[src/hdl/obcl_pkg.sv]
// Purpose: shared constants of the option byte configuration loader
// Assumes: 32-bit option words, four of them, byte and complement pairs
// Notes:   register offsets are byte addresses on the strobed register port
package obcl_pkg;
    localparam int          OBCL_WORDS         = 4;
    localparam int          OBCL_WIDX_W        = 2;
    localparam logic [31:0] OBCL_BASE_ADDR     = 32'h1FFFF800;
    localparam logic [31:0] OBCL_ADDR_USER_CFG = 32'h1FFFF800;
    localparam logic [31:0] OBCL_ADDR_STORAGE  = 32'h1FFFF804;
    localparam logic [31:0] OBCL_ADDR_WPROT_LO = 32'h1FFFF808;
    localparam logic [31:0] OBCL_ADDR_WPROT_HI = 32'h1FFFF80C;
    localparam logic [31:0] OBCL_ADDR_STATUS   = 32'h1FFFF810;
    localparam logic [31:0] OBCL_ADDR_WLOCK    = 32'h1FFFF814;
    localparam logic [31:0] OBCL_ADDR_LOAD     = 32'h1FFFF818;
    // byte lanes of one option word
    localparam int          OBCL_B0_LSB        = 0;
    localparam int          OBCL_B0N_LSB       = 8;
    localparam int          OBCL_B1_LSB        = 16;
    localparam int          OBCL_B1N_LSB       = 24;
    // option status register layout
    localparam int          OBCL_ST_ERR_BIT    = 0;
    localparam int          OBCL_ST_RLOCK_BIT  = 1;
    localparam int          OBCL_ST_USER_LSB   = 2;
    localparam int          OBCL_ST_USER_STORAGE_BYTE0_LSB  = 10;
    localparam int          OBCL_ST_USER_STORAGE_BYTE1_LSB  = 18;
    localparam int          OBCL_USER_WDG_BIT  = 0;
    localparam int          OBCL_USER_STOP_BIT = 1;
    localparam int          OBCL_USER_STBY_BIT = 2;
    localparam logic [7:0]  OBCL_UNPROTECT_KEY = 8'hA5;
    localparam logic [7:0]  OBCL_ERASED_BYTE   = 8'hFF;
    localparam logic [31:0] OBCL_ZERO_WORD     = 32'h00000000;
    localparam logic [1:0]  OBCL_LAST_WORD     = 2'h3;
    typedef enum logic [3:0] {
        OBCL_IDLE  = 4'h1,
        OBCL_REQ   = 4'h2,
        OBCL_WAIT  = 4'h4,
        OBCL_DONE  = 4'h8
    } obcl_state_t;
endpackage : obcl_pkg

[src/hdl/obcl_pair_check.sv]
// Purpose: split one option word into two bytes and check each complement
// Assumes: word laid out as byte0, ~byte0, byte1, ~byte1 from the bottom
// Notes:   purely combinational
`timescale 1ns/1ps
`default_nettype none
module obcl_pair_check (
    input  wire logic [31:0] i_word,
    output logic      [7:0]  o_byte0,
    output logic      [7:0]  o_byte1,
    output logic             o_ok0,
    output logic             o_ok1
);
    import obcl_pkg::*;
    wire logic [7:0] comp0;
    wire logic [7:0] comp1;
    assign o_byte0 = i_word[OBCL_B0_LSB +: 8];
    assign comp0   = i_word[OBCL_B0N_LSB +: 8];
    assign o_byte1 = i_word[OBCL_B1_LSB +: 8];
    assign comp1   = i_word[OBCL_B1N_LSB +: 8];
    assign o_ok0   = (o_byte0 == ~comp0);
    assign o_ok1   = (o_byte1 == ~comp1);
endmodule : obcl_pair_check
`default_nettype wire

[src/hdl/obcl_loader.sv]
// Purpose: load option words from the information block after reset and decode them
// Assumes: information block answers a read one or more cycles after o_ib_req
// Notes:   decoded values change only on a system reset, never on programming
//
// The strobed register port was chosen for this implementation.
`timescale 1ns/1ps
`default_nettype none

// Behaviour
// - option word holds byte0, ~byte0, byte1, ~byte1 from low to high
// - new option values act only after the loader reloads them on reset
// - options readable raw at storage words and via decoded status register
// - four option words at consecutive word addresses in fixed order
// - user byte copied to status bits 9..2; only three low bits meaningful
// - standby reset bit 0 makes reset on standby entry
// - stop reset bit 0 makes reset on stop entry
// - lowest user bit 0 hardware watchdog, 1 software watchdog
// - flash readable only when read lock byte holds unprotect key
// - read lock state reported in status bit 1
// - data byte0 to status bits 17..10, byte1 to 25..18
// - write lock byte0 to bits 7..0, byte1 to bits 15..8
// - bad read lock complement pair means read lock active
// - write lock bit 0 protects its page group, 1 leaves it open
module obcl_loader (
    input  wire logic        i_mclk,
    input  wire logic        i_reset,
    // information block read port
    output logic      [1:0]  o_ib_word,
    output logic             o_ib_req,
    input  wire logic        i_ib_valid,
    input  wire logic [31:0] i_ib_data,
    // register port
    input  wire logic [31:0] i_addr,
    input  wire logic [31:0] i_wdata,
    input  wire logic        i_wr,
    input  wire logic        i_rd,
    output logic      [31:0] o_rdata,
    // power mode requests and decoded controls
    input  wire logic        i_stop_entry,
    input  wire logic        i_standby_entry,
    output logic             o_mode_reset,
    output logic             o_watchdog_hw_start,
    output logic             o_flash_read_allowed,
    output logic      [15:0] o_page_group_wlock,
    output logic             o_load_done
);
    import obcl_pkg::*;

    // ------------------------------------------------------------
    // load sequencer
    // ------------------------------------------------------------
    obcl_state_t       state;
    obcl_state_t       next_state;
    logic        [1:0] word_idx;
    logic       [31:0] raw_word [OBCL_WORDS];
    logic       [31:0] status_reg;
    logic       [31:0] wlock_reg;
    logic              released;

    wire logic         last_word;
    wire logic         take_word;
    assign last_word = (word_idx == OBCL_LAST_WORD);
    assign take_word = (state == OBCL_WAIT) && i_ib_valid;

    always_comb begin
        next_state = state;
        unique case (state)
            OBCL_IDLE: next_state = OBCL_REQ;
            OBCL_REQ:  next_state = OBCL_WAIT;
            OBCL_WAIT: begin
                if (i_ib_valid) begin
                    next_state = last_word ? OBCL_DONE : OBCL_REQ;
                end
            end
            OBCL_DONE: next_state = OBCL_DONE;
            default:   next_state = OBCL_IDLE;
        endcase
    end

    always_ff @(posedge i_mclk) begin
        if (i_reset) begin
            state    <= OBCL_IDLE;
            word_idx <= 2'h0;
        end else begin
            state <= next_state;
            if (take_word && !last_word) begin
                word_idx <= word_idx + 2'h1;
            end
        end
    end

    assign o_ib_req  = (state == OBCL_REQ);
    assign o_ib_word = word_idx;

    // raw copies kept so software sees storage words as loaded
    genvar gi;
    generate
        for (gi = 0; gi < OBCL_WORDS; gi++) begin : g_raw
            always_ff @(posedge i_mclk) begin
                if (i_reset) begin
                    raw_word[gi] <= OBCL_ZERO_WORD;
                end else if (take_word && (word_idx == OBCL_WIDX_W'(gi))) begin
                    raw_word[gi] <= i_ib_data;
                end
            end
        end
    endgenerate

    // ------------------------------------------------------------
    // decode
    // ------------------------------------------------------------
    logic [7:0] rlock_byte;
    logic [7:0] user_byte;
    logic [7:0] user_storage_byte0_byte;
    logic [7:0] user_storage_byte1_byte;
    logic [7:0] wl0_byte;
    logic [7:0] wl1_byte;
    logic       rlock_ok;
    logic       user_ok;
    logic       user_storage_byte0_ok;
    logic       user_storage_byte1_ok;
    logic       wl0_ok;
    logic       wl1_ok;

    obcl_pair_check u_pair_cfg (
        .i_word  (raw_word[0]),
        .o_byte0 (rlock_byte),
        .o_byte1 (user_byte),
        .o_ok0   (rlock_ok),
        .o_ok1   (user_ok)
    );

    obcl_pair_check u_pair_data (
        .i_word  (raw_word[1]),
        .o_byte0 (user_storage_byte0_byte),
        .o_byte1 (user_storage_byte1_byte),
        .o_ok0   (user_storage_byte0_ok),
        .o_ok1   (user_storage_byte1_ok)
    );

    obcl_pair_check u_pair_wl (
        .i_word  (raw_word[2]),
        .o_byte0 (wl0_byte),
        .o_byte1 (wl1_byte),
        .o_ok0   (wl0_ok),
        .o_ok1   (wl1_ok)
    );

    // an erased or corrupted pair keeps the lock: safe side wins
    wire logic       rlock_active;
    wire logic       pair_err;
    wire logic [7:0] user_eff;
    wire logic [7:0] wl0_eff;
    wire logic [7:0] wl1_eff;
    logic      [31:0] next_status;
    logic      [31:0] next_wlock;
    assign rlock_active = !(rlock_ok && (rlock_byte == OBCL_UNPROTECT_KEY));
    assign pair_err     = !(user_ok && user_storage_byte0_ok && user_storage_byte1_ok && wl0_ok && wl1_ok && rlock_ok);
    // a bad user pair falls back to the erased value, a bad write lock pair to zero (all eight groups of that byte protected)
    assign user_eff     = user_ok ? user_byte : OBCL_ERASED_BYTE;
    assign wl0_eff      = wl0_ok ? wl0_byte : OBCL_ZERO_WORD[7:0];
    assign wl1_eff      = wl1_ok ? wl1_byte : OBCL_ZERO_WORD[7:0];

    always_comb begin
        next_status = OBCL_ZERO_WORD;
        next_status[OBCL_ST_ERR_BIT]        = pair_err;
        next_status[OBCL_ST_RLOCK_BIT]      = rlock_active;
        next_status[OBCL_ST_USER_LSB +: 8]  = user_eff;
        next_status[OBCL_ST_USER_STORAGE_BYTE0_LSB +: 8] = user_storage_byte0_byte;
        next_status[OBCL_ST_USER_STORAGE_BYTE1_LSB +: 8] = user_storage_byte1_byte;
    end

    always_comb begin
        next_wlock = OBCL_ZERO_WORD;
        next_wlock[OBCL_B0_LSB +: 8]  = wl0_eff;
        next_wlock[OBCL_B0N_LSB +: 8] = wl1_eff;
    end

    // ------------------------------------------------------------
    // decoded registers, frozen until the next reset
    // ------------------------------------------------------------
    wire logic        release_now;
    wire logic [31:0] status_at_reset;
    assign release_now     = (state == OBCL_DONE) && !released;
    // before the load the read lock reads active, the safe state
    assign status_at_reset = OBCL_ZERO_WORD | (32'h00000001 << OBCL_ST_RLOCK_BIT);

    always_ff @(posedge i_mclk) begin
        if (i_reset) begin
            released   <= 1'b0;
            status_reg <= status_at_reset;
            wlock_reg  <= OBCL_ZERO_WORD;
        end else if (release_now) begin
            released   <= 1'b1;
            status_reg <= next_status;
            wlock_reg  <= next_wlock;
        end
    end

    // ------------------------------------------------------------
    // decoded controls
    // ------------------------------------------------------------
    wire logic stby_reset_en;
    wire logic stop_reset_en;
    wire logic [7:0] user_cur;
    assign user_cur      = status_reg[OBCL_ST_USER_LSB +: 8];
    assign stby_reset_en = !user_cur[OBCL_USER_STBY_BIT];
    assign stop_reset_en = !user_cur[OBCL_USER_STOP_BIT];

    always_ff @(posedge i_mclk) begin
        if (i_reset) begin
            o_mode_reset <= 1'b0;
        end else begin
            o_mode_reset <= released &&
                            ((i_standby_entry && stby_reset_en) ||
                             (i_stop_entry && stop_reset_en));
        end
    end

    // before release everything reads locked and hardware watchdog
    assign o_watchdog_hw_start  = !released || !user_cur[OBCL_USER_WDG_BIT];
    assign o_flash_read_allowed = released && !status_reg[OBCL_ST_RLOCK_BIT];
    assign o_page_group_wlock   = ~wlock_reg[15:0];
    assign o_load_done          = released;

    // ------------------------------------------------------------
    // register read port; writes are ignored, options are read-only
    // ------------------------------------------------------------
    wire logic        hit_user_cfg;
    wire logic        hit_storage;
    wire logic        hit_wprot_lo;
    wire logic        hit_wprot_hi;
    wire logic        hit_status;
    wire logic        hit_wlock;
    wire logic        hit_load;
    wire logic [31:0] load_word;
    wire logic [31:0] next_rdata;
    assign hit_user_cfg = (i_addr == OBCL_ADDR_USER_CFG);
    assign hit_storage  = (i_addr == OBCL_ADDR_STORAGE);
    assign hit_wprot_lo = (i_addr == OBCL_ADDR_WPROT_LO);
    assign hit_wprot_hi = (i_addr == OBCL_ADDR_WPROT_HI);
    assign hit_status   = (i_addr == OBCL_ADDR_STATUS);
    assign hit_wlock    = (i_addr == OBCL_ADDR_WLOCK);
    assign hit_load     = (i_addr == OBCL_ADDR_LOAD);
    assign load_word    = {31'h00000000, released};
    // addresses never overlap, so an and-or select needs no priority; unmapped reads give zero
    assign next_rdata   = ({32{hit_user_cfg}} & raw_word[0])
                        | ({32{hit_storage}}  & raw_word[1])
                        | ({32{hit_wprot_lo}} & raw_word[2])
                        | ({32{hit_wprot_hi}} & raw_word[3])
                        | ({32{hit_status}}   & status_reg)
                        | ({32{hit_wlock}}    & wlock_reg)
                        | ({32{hit_load}}     & load_word);

    always_ff @(posedge i_mclk) begin
        if (i_reset) begin
            o_rdata <= OBCL_ZERO_WORD;
        end else if (i_rd) begin
            o_rdata <= next_rdata;
        end else begin
            o_rdata <= OBCL_ZERO_WORD;
        end
    end

    // user data is changed only by the option programming sequence outside this block
    wire logic unused_ok;
    assign unused_ok = i_wr ^ (|i_wdata) ^ (|raw_word[3]);
endmodule : obcl_loader
`default_nettype wire

[config.mk]
export PLATFORM = sky130hd
export DESIGN_NAME = obcl_loader
export DESIGN_NICKNAME = d
export VERILOG_FILES = /design/src/hdl/obcl_pkg.sv /design/src/hdl/obcl_pair_check.sv /design/src/hdl/obcl_loader.sv
export SDC_FILE = /design/constraint.sdc
export NUM_CORES = 1
export LEC_CHECK = 0
export ABC_AREA = 1
export BUFFER_PORTS_ARGS = -buffer_cell sky130_fd_sc_hd__buf_4
export CORE_MARGIN = 2
export CORE_UTILIZATION = 35
export DETAILED_ROUTE_END_ITERATION = 10
export GPL_TIMING_DRIVEN = 0
export PLACE_DENSITY = 0.5
export SLEW_MARGIN = 10
export SYNTH_ARGS = -nofsm -noshare
export SYNTH_HDL_FRONTEND = slang
export SYNTH_SLANG_ARGS = --single-unit
[constraint.sdc]
create_clock -name i_mclk -period 2.65 [get_ports i_mclk]
set_clock_uncertainty 0.15 [all_clocks]
set_input_delay 0.53 -clock i_mclk [delete_from_list [all_inputs] [get_ports i_mclk]]
set_output_delay 0.53 -clock i_mclk [all_outputs]
set_load 0.02 [all_outputs]
==> impl_metrics.env, run 1 <==
export IMPL_status="complete, no violations"
export IMPL_core_area_mm2=0.02793
export IMPL_powerDensity_mw_per_mm2=609.1
export IMPL_pin_count=158
export IMPL_whs_ns=0.1281
export IMPL_yosysWarningCount=0
export IMPL_critical_path_top_delay_family="buffers and inverters"
export IMPL_netlist_area_mm2=0.009977
export IMPL_vdd_drop_max_mv=0.4074
export IMPL_hold_viol=0
export IMPL_yosys_most_used_dff="edfxtp_1"
export IMPL_crit_path_end_kind="flop"
export IMPL_drtPass1Iterations=5
export IMPL_wl_met3_um=3623
export IMPL_async_reset_ff_share_pct=0
export IMPL_cts_resized=0
export IMPL_crit_path_end="raw_word[0][27]"
export IMPL_path_cells="buf_2, inv_2, buf_2, clkbuf_1, nand2_2"
export IMPL_critPathLaunchType="input port"
export IMPL_slew_headroom_pct=43.14
export IMPL_clk_pin_slew_ns=0.06
export IMPL_slew_violations=0
export IMPL_min_path_cells=3
export IMPL_cts_setup_buffers=0
export IMPL_dp_hpwl_um=28040
export IMPL_cts_buffers=24
export IMPL_cts_root_buffer_cell="clkbuf_16"
export IMPL_clock_sinks=210
export IMPL_reg2regPathDepth=5
export IMPL_syn_instance_count=1114
export IMPL_cp_arrival_ns=2.39
export IMPL_reg2reg_setup_slack_ns=0.44
export IMPL_place_gp_congestion=0.9362
export IMPL_postRouteAntennaNets=0
export IMPL_final_fill_count=2867
export IMPL_highest_layer="met4"
export IMPL_clock_path_buffers=3
export IMPL_fp_row_count=61
export IMPL_synth_top_area_cell="edfxtp_1"
export IMPL_finalCritPeriodShare_pct=93.35
export IMPL_post_route_util_pct=44.00
export IMPL_largest_reg_flops=128
export IMPL_path_max_fanout=32
export IMPL_cp_depth=5
export IMPL_gr_total_overflow=0
export IMPL_htreeDepth=1
export IMPL_p_total_mw=7.487
export IMPL_cp_common_cell="buf_2"
export IMPL_grt_max_degree=33
export IMPL_yosysUniqueCellTypes=39
export IMPL_insertion_delay_ns=0.52
export IMPL_vias_per_cell=5.185
export IMPL_yosysTopAreaCellShare_pct=38.53
export IMPL_chipHeight_um=172.8
export IMPL_setup_viol=0
export IMPL_ys_ff_latch=210
export IMPL_fin_tns_setup_ns=0
export IMPL_worst_path_max_delay_cell="nand2_2"
export IMPL_synth_seq_area_share_pct=54.98
export IMPL_first_global_vias=8203
export IMPL_startpoint="i_reset"
export IMPL_r2r_end="raw_word[0][27]"
export IMPL_die_width_um=172.8
export IMPL_synthTopCellsByArea="edfxtp_1, dfxtp_1, nand4_1"
export IMPL_syn_nets=1221
export IMPL_wl_met2_um=15500
export IMPL_cts_tree="yes"
export IMPL_avgSynthCellArea_um2=8.956
export IMPL_synth_edf_count=128
export IMPL_rsz0062_at_grt="false"
export IMPL_critPathBufInv=4
export IMPL_syn2layout_area_growth_pct=23.20
export IMPL_cpPeakStageDelay_ns=0.67
export IMPL_hp_class="in2reg"
export IMPL_die_area_mm2=0.02987
export IMPL_worstReg2RegStart="state[0]"
export IMPL_fin_crit_ns=2.474
export IMPL_total_leakage_power_nw=5.055
export IMPL_drtIter0Drc=902
export IMPL_drive_gt1_share_pct=20.87
export IMPL_drv_cap=0
export IMPL_detail_route_wl_per_cell_um=22.22
export IMPL_numPortBuffers=123
export IMPL_clock_fmax_ghz=0.4043
export IMPL_grt_pass1_wl_um=54170
export IMPL_totalWireLength_um=36930
export IMPL_min_delay_start="i_ib_valid"
export IMPL_fin_nets=1373
export IMPL_diodes=0
export IMPL_antenna_found_initial=0
export IMPL_worstMarginPinSlew_ns=0.8499
export IMPL_grt_usage_pct=24.24
export IMPL_drc=0
export IMPL_start_util_pct=35.72
export IMPL_vias=8618
export IMPL_ctsHoldBuffers=0
export IMPL_path_class="in2reg"
export IMPL_worstPathRequired_ns=2.56
export IMPL_wl_met1_um=17150
[per-stage QoR]
step           worst slack [ns]  instance area, um2  cells
2_1_floorplan            0.2192                9977   1114
3_3_place_gp             -1.053               11370   1615
3_5_place_dp            -0.3825               11470   1618
4_1_cts                  0.1558               12290   1662
5_1_grt                 0.03700               12290   1662
6_report                 0.1764               12290   1662
[cells by family (layout without fill, tap and decap cells)]
family                   after synthesis  count (layout)  synth area share (%)
AND/OR/NAND/NOR                      535             535                 25.50
XOR/XNOR                              38              38                 3.336
AO/OA/AOI/OAI                        131             131                 7.098
flip-flops                           210             210                 54.98
buffers and inverters                196             366                 8.590
adder cells (fa/ha/maj)                4               4                0.5017
[layer usage]
layer,GRT usage (%),vias up
li1,-,4067
met1,36.04,4102
met2,35.20,398
met3,6.596,51
met4,5.014,0
met5,0,-
[worst min-delay path, cell delays in order]
cell	delay (ns)
buf_4	0.09
nor2_1	0.06
nor2_1	0.09
[how the worst min path moves through the flow]
stage,end,slack (ns)
2_1_floorplan,status_reg[13],0.27
3_3_place_gp,status_reg[13],0.29
3_5_place_dp,status_reg[13],0.29
4_1_cts,state[3],0.12
5_1_grt,state[3],0.14
6_report,state[3],0.13
[placed cells by master (no fill, tap or decap), types with 3 or more instances in the layout]
| cell | instances |
|---|---|
| nand3_2 | 3 |
| inv_1 | 121 |
| nor2_4 | 3 |
| clkbuf_16 | 25 |
| or2_0 | 6 |
| xnor2_1 | 16 |
| buf_16 | 3 |
| a21oi_1 | 39 |
| clkbuf_1 | 17 |
| clkinv_2 | 3 |
| nor2_2 | 12 |
| dfxtp_1 | 82 |
| clkinv_1 | 3 |
| a21oi_2 | 11 |
| or2_2 | 6 |
| buf_4 | 133 |
| o21ai_0 | 56 |
| edfxtp_1 | 128 |
| nand2_2 | 4 |
| ha_1 | 4 |
| nand2_1 | 116 |
| xor2_1 | 22 |
| o21ai_1 | 20 |
| nand4_1 | 135 |
| nor2_1 | 210 |
| buf_2 | 46 |
| inv_2 | 3 |
| nand3_1 | 22 |
| bufinv_16 | 4 |
| nor3_1 | 7 |
[final cells by class]
cell class | count | area [um2] | area share (%)
inverter | 124 | 465.4 | 3.787
tap | 378 | 473.0 | 3.848
timing repair buffer | 126 | 1006 | 8.184
buffer | 72 | 391.6 | 3.186
clock inverter | 13 | 167.7 | 1.364
sequential | 210 | 5485 | 44.63
multi-input combinational | 708 | 3645 | 29.65
clock buffer | 31 | 658.1 | 5.354
[power by group]
group	switching (mW)	internal [mW]	leakage, nW
Combinational	0.209	0.140	2.67
Clock	1.37	2.14	0.399
Sequential	0.0912	3.53	1.98
[synthesized netlist by cell type, types with 2 or more instances]
cell / count
a21oi_1: 39
a21oi_2: 11
and3_1: 2
buf_2: 46
buf_4: 10
buf_6: 2
clkbuf_1: 12
dfxtp_1: 82
edfxtp_1: 128
ha_1: 4
inv_1: 121
inv_2: 3
nand2_1: 120
nand3_1: 22
nand3_2: 3
nand4_1: 135
nor2_1: 210
nor2_2: 12
nor2_4: 3
nor3_1: 7
nor3_2: 2
nor3_4: 2
o211ai_1: 2
o21ai_0: 56
o21ai_1: 20
or2_0: 6
or2_2: 6
xnor2_1: 16
xor2_1: 22
Note: power is estimated with default switching activity, not from simulation.
==> run 2: changes to the inputs <==
CORE_UTILIZATION = 27   (was 35)
PLACE_DENSITY = 0.4   (was 0.5)
==> impl_metrics.env, run 2 (same netlist as run 1, synthesis figures left out) <==
export IMPL_status="complete, no violations"
export IMPL_path_max_fanout=17
export IMPL_core_area_mm2=0.03652
export IMPL_powerDensity_mw_per_mm2=587.6
export IMPL_postLayoutSetupSlackWorst_ns=0.2876
export IMPL_grt_pass1_wl_um=57480
export IMPL_fin_crit_ns=2.362
export IMPL_antenna_found_initial=0
export IMPL_die_width_um=196.2
export IMPL_drv_cap=0
export IMPL_post_place_ws_ns=-0.3184
export IMPL_switching_share_pct=23.11
export IMPL_vias=8551
export IMPL_grt_usage_pct=20.43
export IMPL_gr_total_overflow=0
export IMPL_pwr_share_comb_pct=4.9
export IMPL_worstPathRequired_ns=2.77
export IMPL_p_total_mw=7.271
export IMPL_critPathLaunchType="input port"
export IMPL_multi_input_comb_area_mm2=0.003645
export IMPL_finalCritPeriodShare_pct=89.15
export IMPL_cts_root_buffer_cell="clkbuf_16"
export IMPL_drive_gt1_share_pct=20.45
export IMPL_slew_violations=0
export IMPL_htreeDepth=1
export IMPL_drc=0
export IMPL_drtPass1Iterations=5
export IMPL_intPower_mw=5.591
export IMPL_detail_route_wl_per_cell_um=22.48
export IMPL_ctsHoldBuffers=0
export IMPL_numPortBuffers=123
export IMPL_dp_hpwl_um=30400
export IMPL_fin_tns_setup_ns=0
export IMPL_drtIter0Drc=821
export IMPL_diodes=0
export IMPL_total_leakage_power_nw=5.039
export IMPL_die_area_mm2=0.03851
export IMPL_worstMarginPinSlew_ns=0.9430
export IMPL_cts_setup_buffers=0
export IMPL_cp_arrival_ns=2.48
export IMPL_fp_row_count=70
export IMPL_clock_fmax_ghz=0.4233
export IMPL_first_global_vias=8368
export IMPL_postRouteAntennaNets=0
export IMPL_chipHeight_um=196.2
export IMPL_clk_pin_slew_ns=0.05
export IMPL_regArea_mm2=0.005485
export IMPL_rsz0062_at_grt="false"
export IMPL_most_common_layout_cells="nor2_1, nand4_1, buf_4"
export IMPL_largest_reg_flops=128
export IMPL_grt_max_degree=18
export IMPL_final_instance_count_excl_fill=1754
export IMPL_dpl_cell_count=1709
export IMPL_seqPwrFrac_pct=49.9
export IMPL_totalWireLength_um=39430
export IMPL_vias_per_cell=4.875
export IMPL_start_util_pct=27.32
export IMPL_cts_tree="yes"
export IMPL_post_route_util_pct=33.88
export IMPL_hold_viol=0
export IMPL_clock_path_buffers=3
export IMPL_setup_viol=0
export IMPL_path_class="in2reg"
export IMPL_pin_count=158
export IMPL_cts_buffers=25
export IMPL_fin_nets=1375
export IMPL_insertion_delay_ns=0.53
export IMPL_power_switching_mw=1.681
export IMPL_layout_commonest_cell="nor2_1"
export IMPL_clock_sinks=210
export IMPL_place_gp_congestion=0.9135
export IMPL_syn2layout_area_growth_pct=24.03
export IMPL_final_fill_count=3809
export IMPL_cts_resized=0
export IMPL_hp_class="in2reg"
export IMPL_slew_headroom_pct=37.14
export IMPL_clkPwrFrac_pct=45.2
export IMPL_crit_path_end_kind="flop"
export IMPL_vdd_drop_max_mv=0.3773
## run 2: power by group through the flow
stage	clock, mW	sequential, mW	combinational, mW
after global placement	0	3.70	0.342
after global routing	3.45	3.63	0.396
after floorplan	0	3.64	0.173
final	3.29	3.63	0.359
after detailed placement	0	3.69	0.366
after CTS	3.34	3.62	0.367
## run 2: area by class of cell
cell class	count	area share, %
flip-flops and latches	210	44.33
multi-input cells	708	29.45
repair buffers	127	8.352
clock buffers	40	6.016
well taps	468	4.732
inverters	124	3.761
plain buffers	72	3.165
clock inverters	5	0.1921
## run 2: metrics by stage
stage	instance area, um2	hold WS (ns)
after floorplan	9977	0.2745
after global placement	11490	0.2991
after detailed placement	11610	0.3025
after CTS	12370	0.09854
after global routing	12370	0.1168
final	12370	0.1183
## run 2: critical path, stage by stage
cell and delay (ns):
buf_2 0.18, inv_2 0.10, buf_2 0.27, clkbuf_1 0.56, nand2_2 0.49, buf_16 0.32
## run 2: metal layers
| metal | part of all wire, % | wire (um) | GRT usage [%] |
|---|---|---|---|
| met5 | 0 | 0 | 0 |
| met4 | 2.0 | 797 | 4.545 |
| met3 | 7.4 | 2907 | 2.544 |
| met2 | 42 | 16480 | 30.70 |
| met1 | 49 | 19240 | 31.10 |
## run 2: worst paths after layout
| path | start | end | slack [ns] | depth (start not counted) |
|---|---|---|---|---|
| max | i_reset | raw_word[3][23] | 0.29 | 6 |
| min | i_standby_entry | o_mode_reset | 0.12 | 3 |
| max reg2reg | state[1] | raw_word[1][22] | 0.49 | 6 |
| min reg2reg | status_reg[25] | status_reg[25] | 0.31 | 2 |
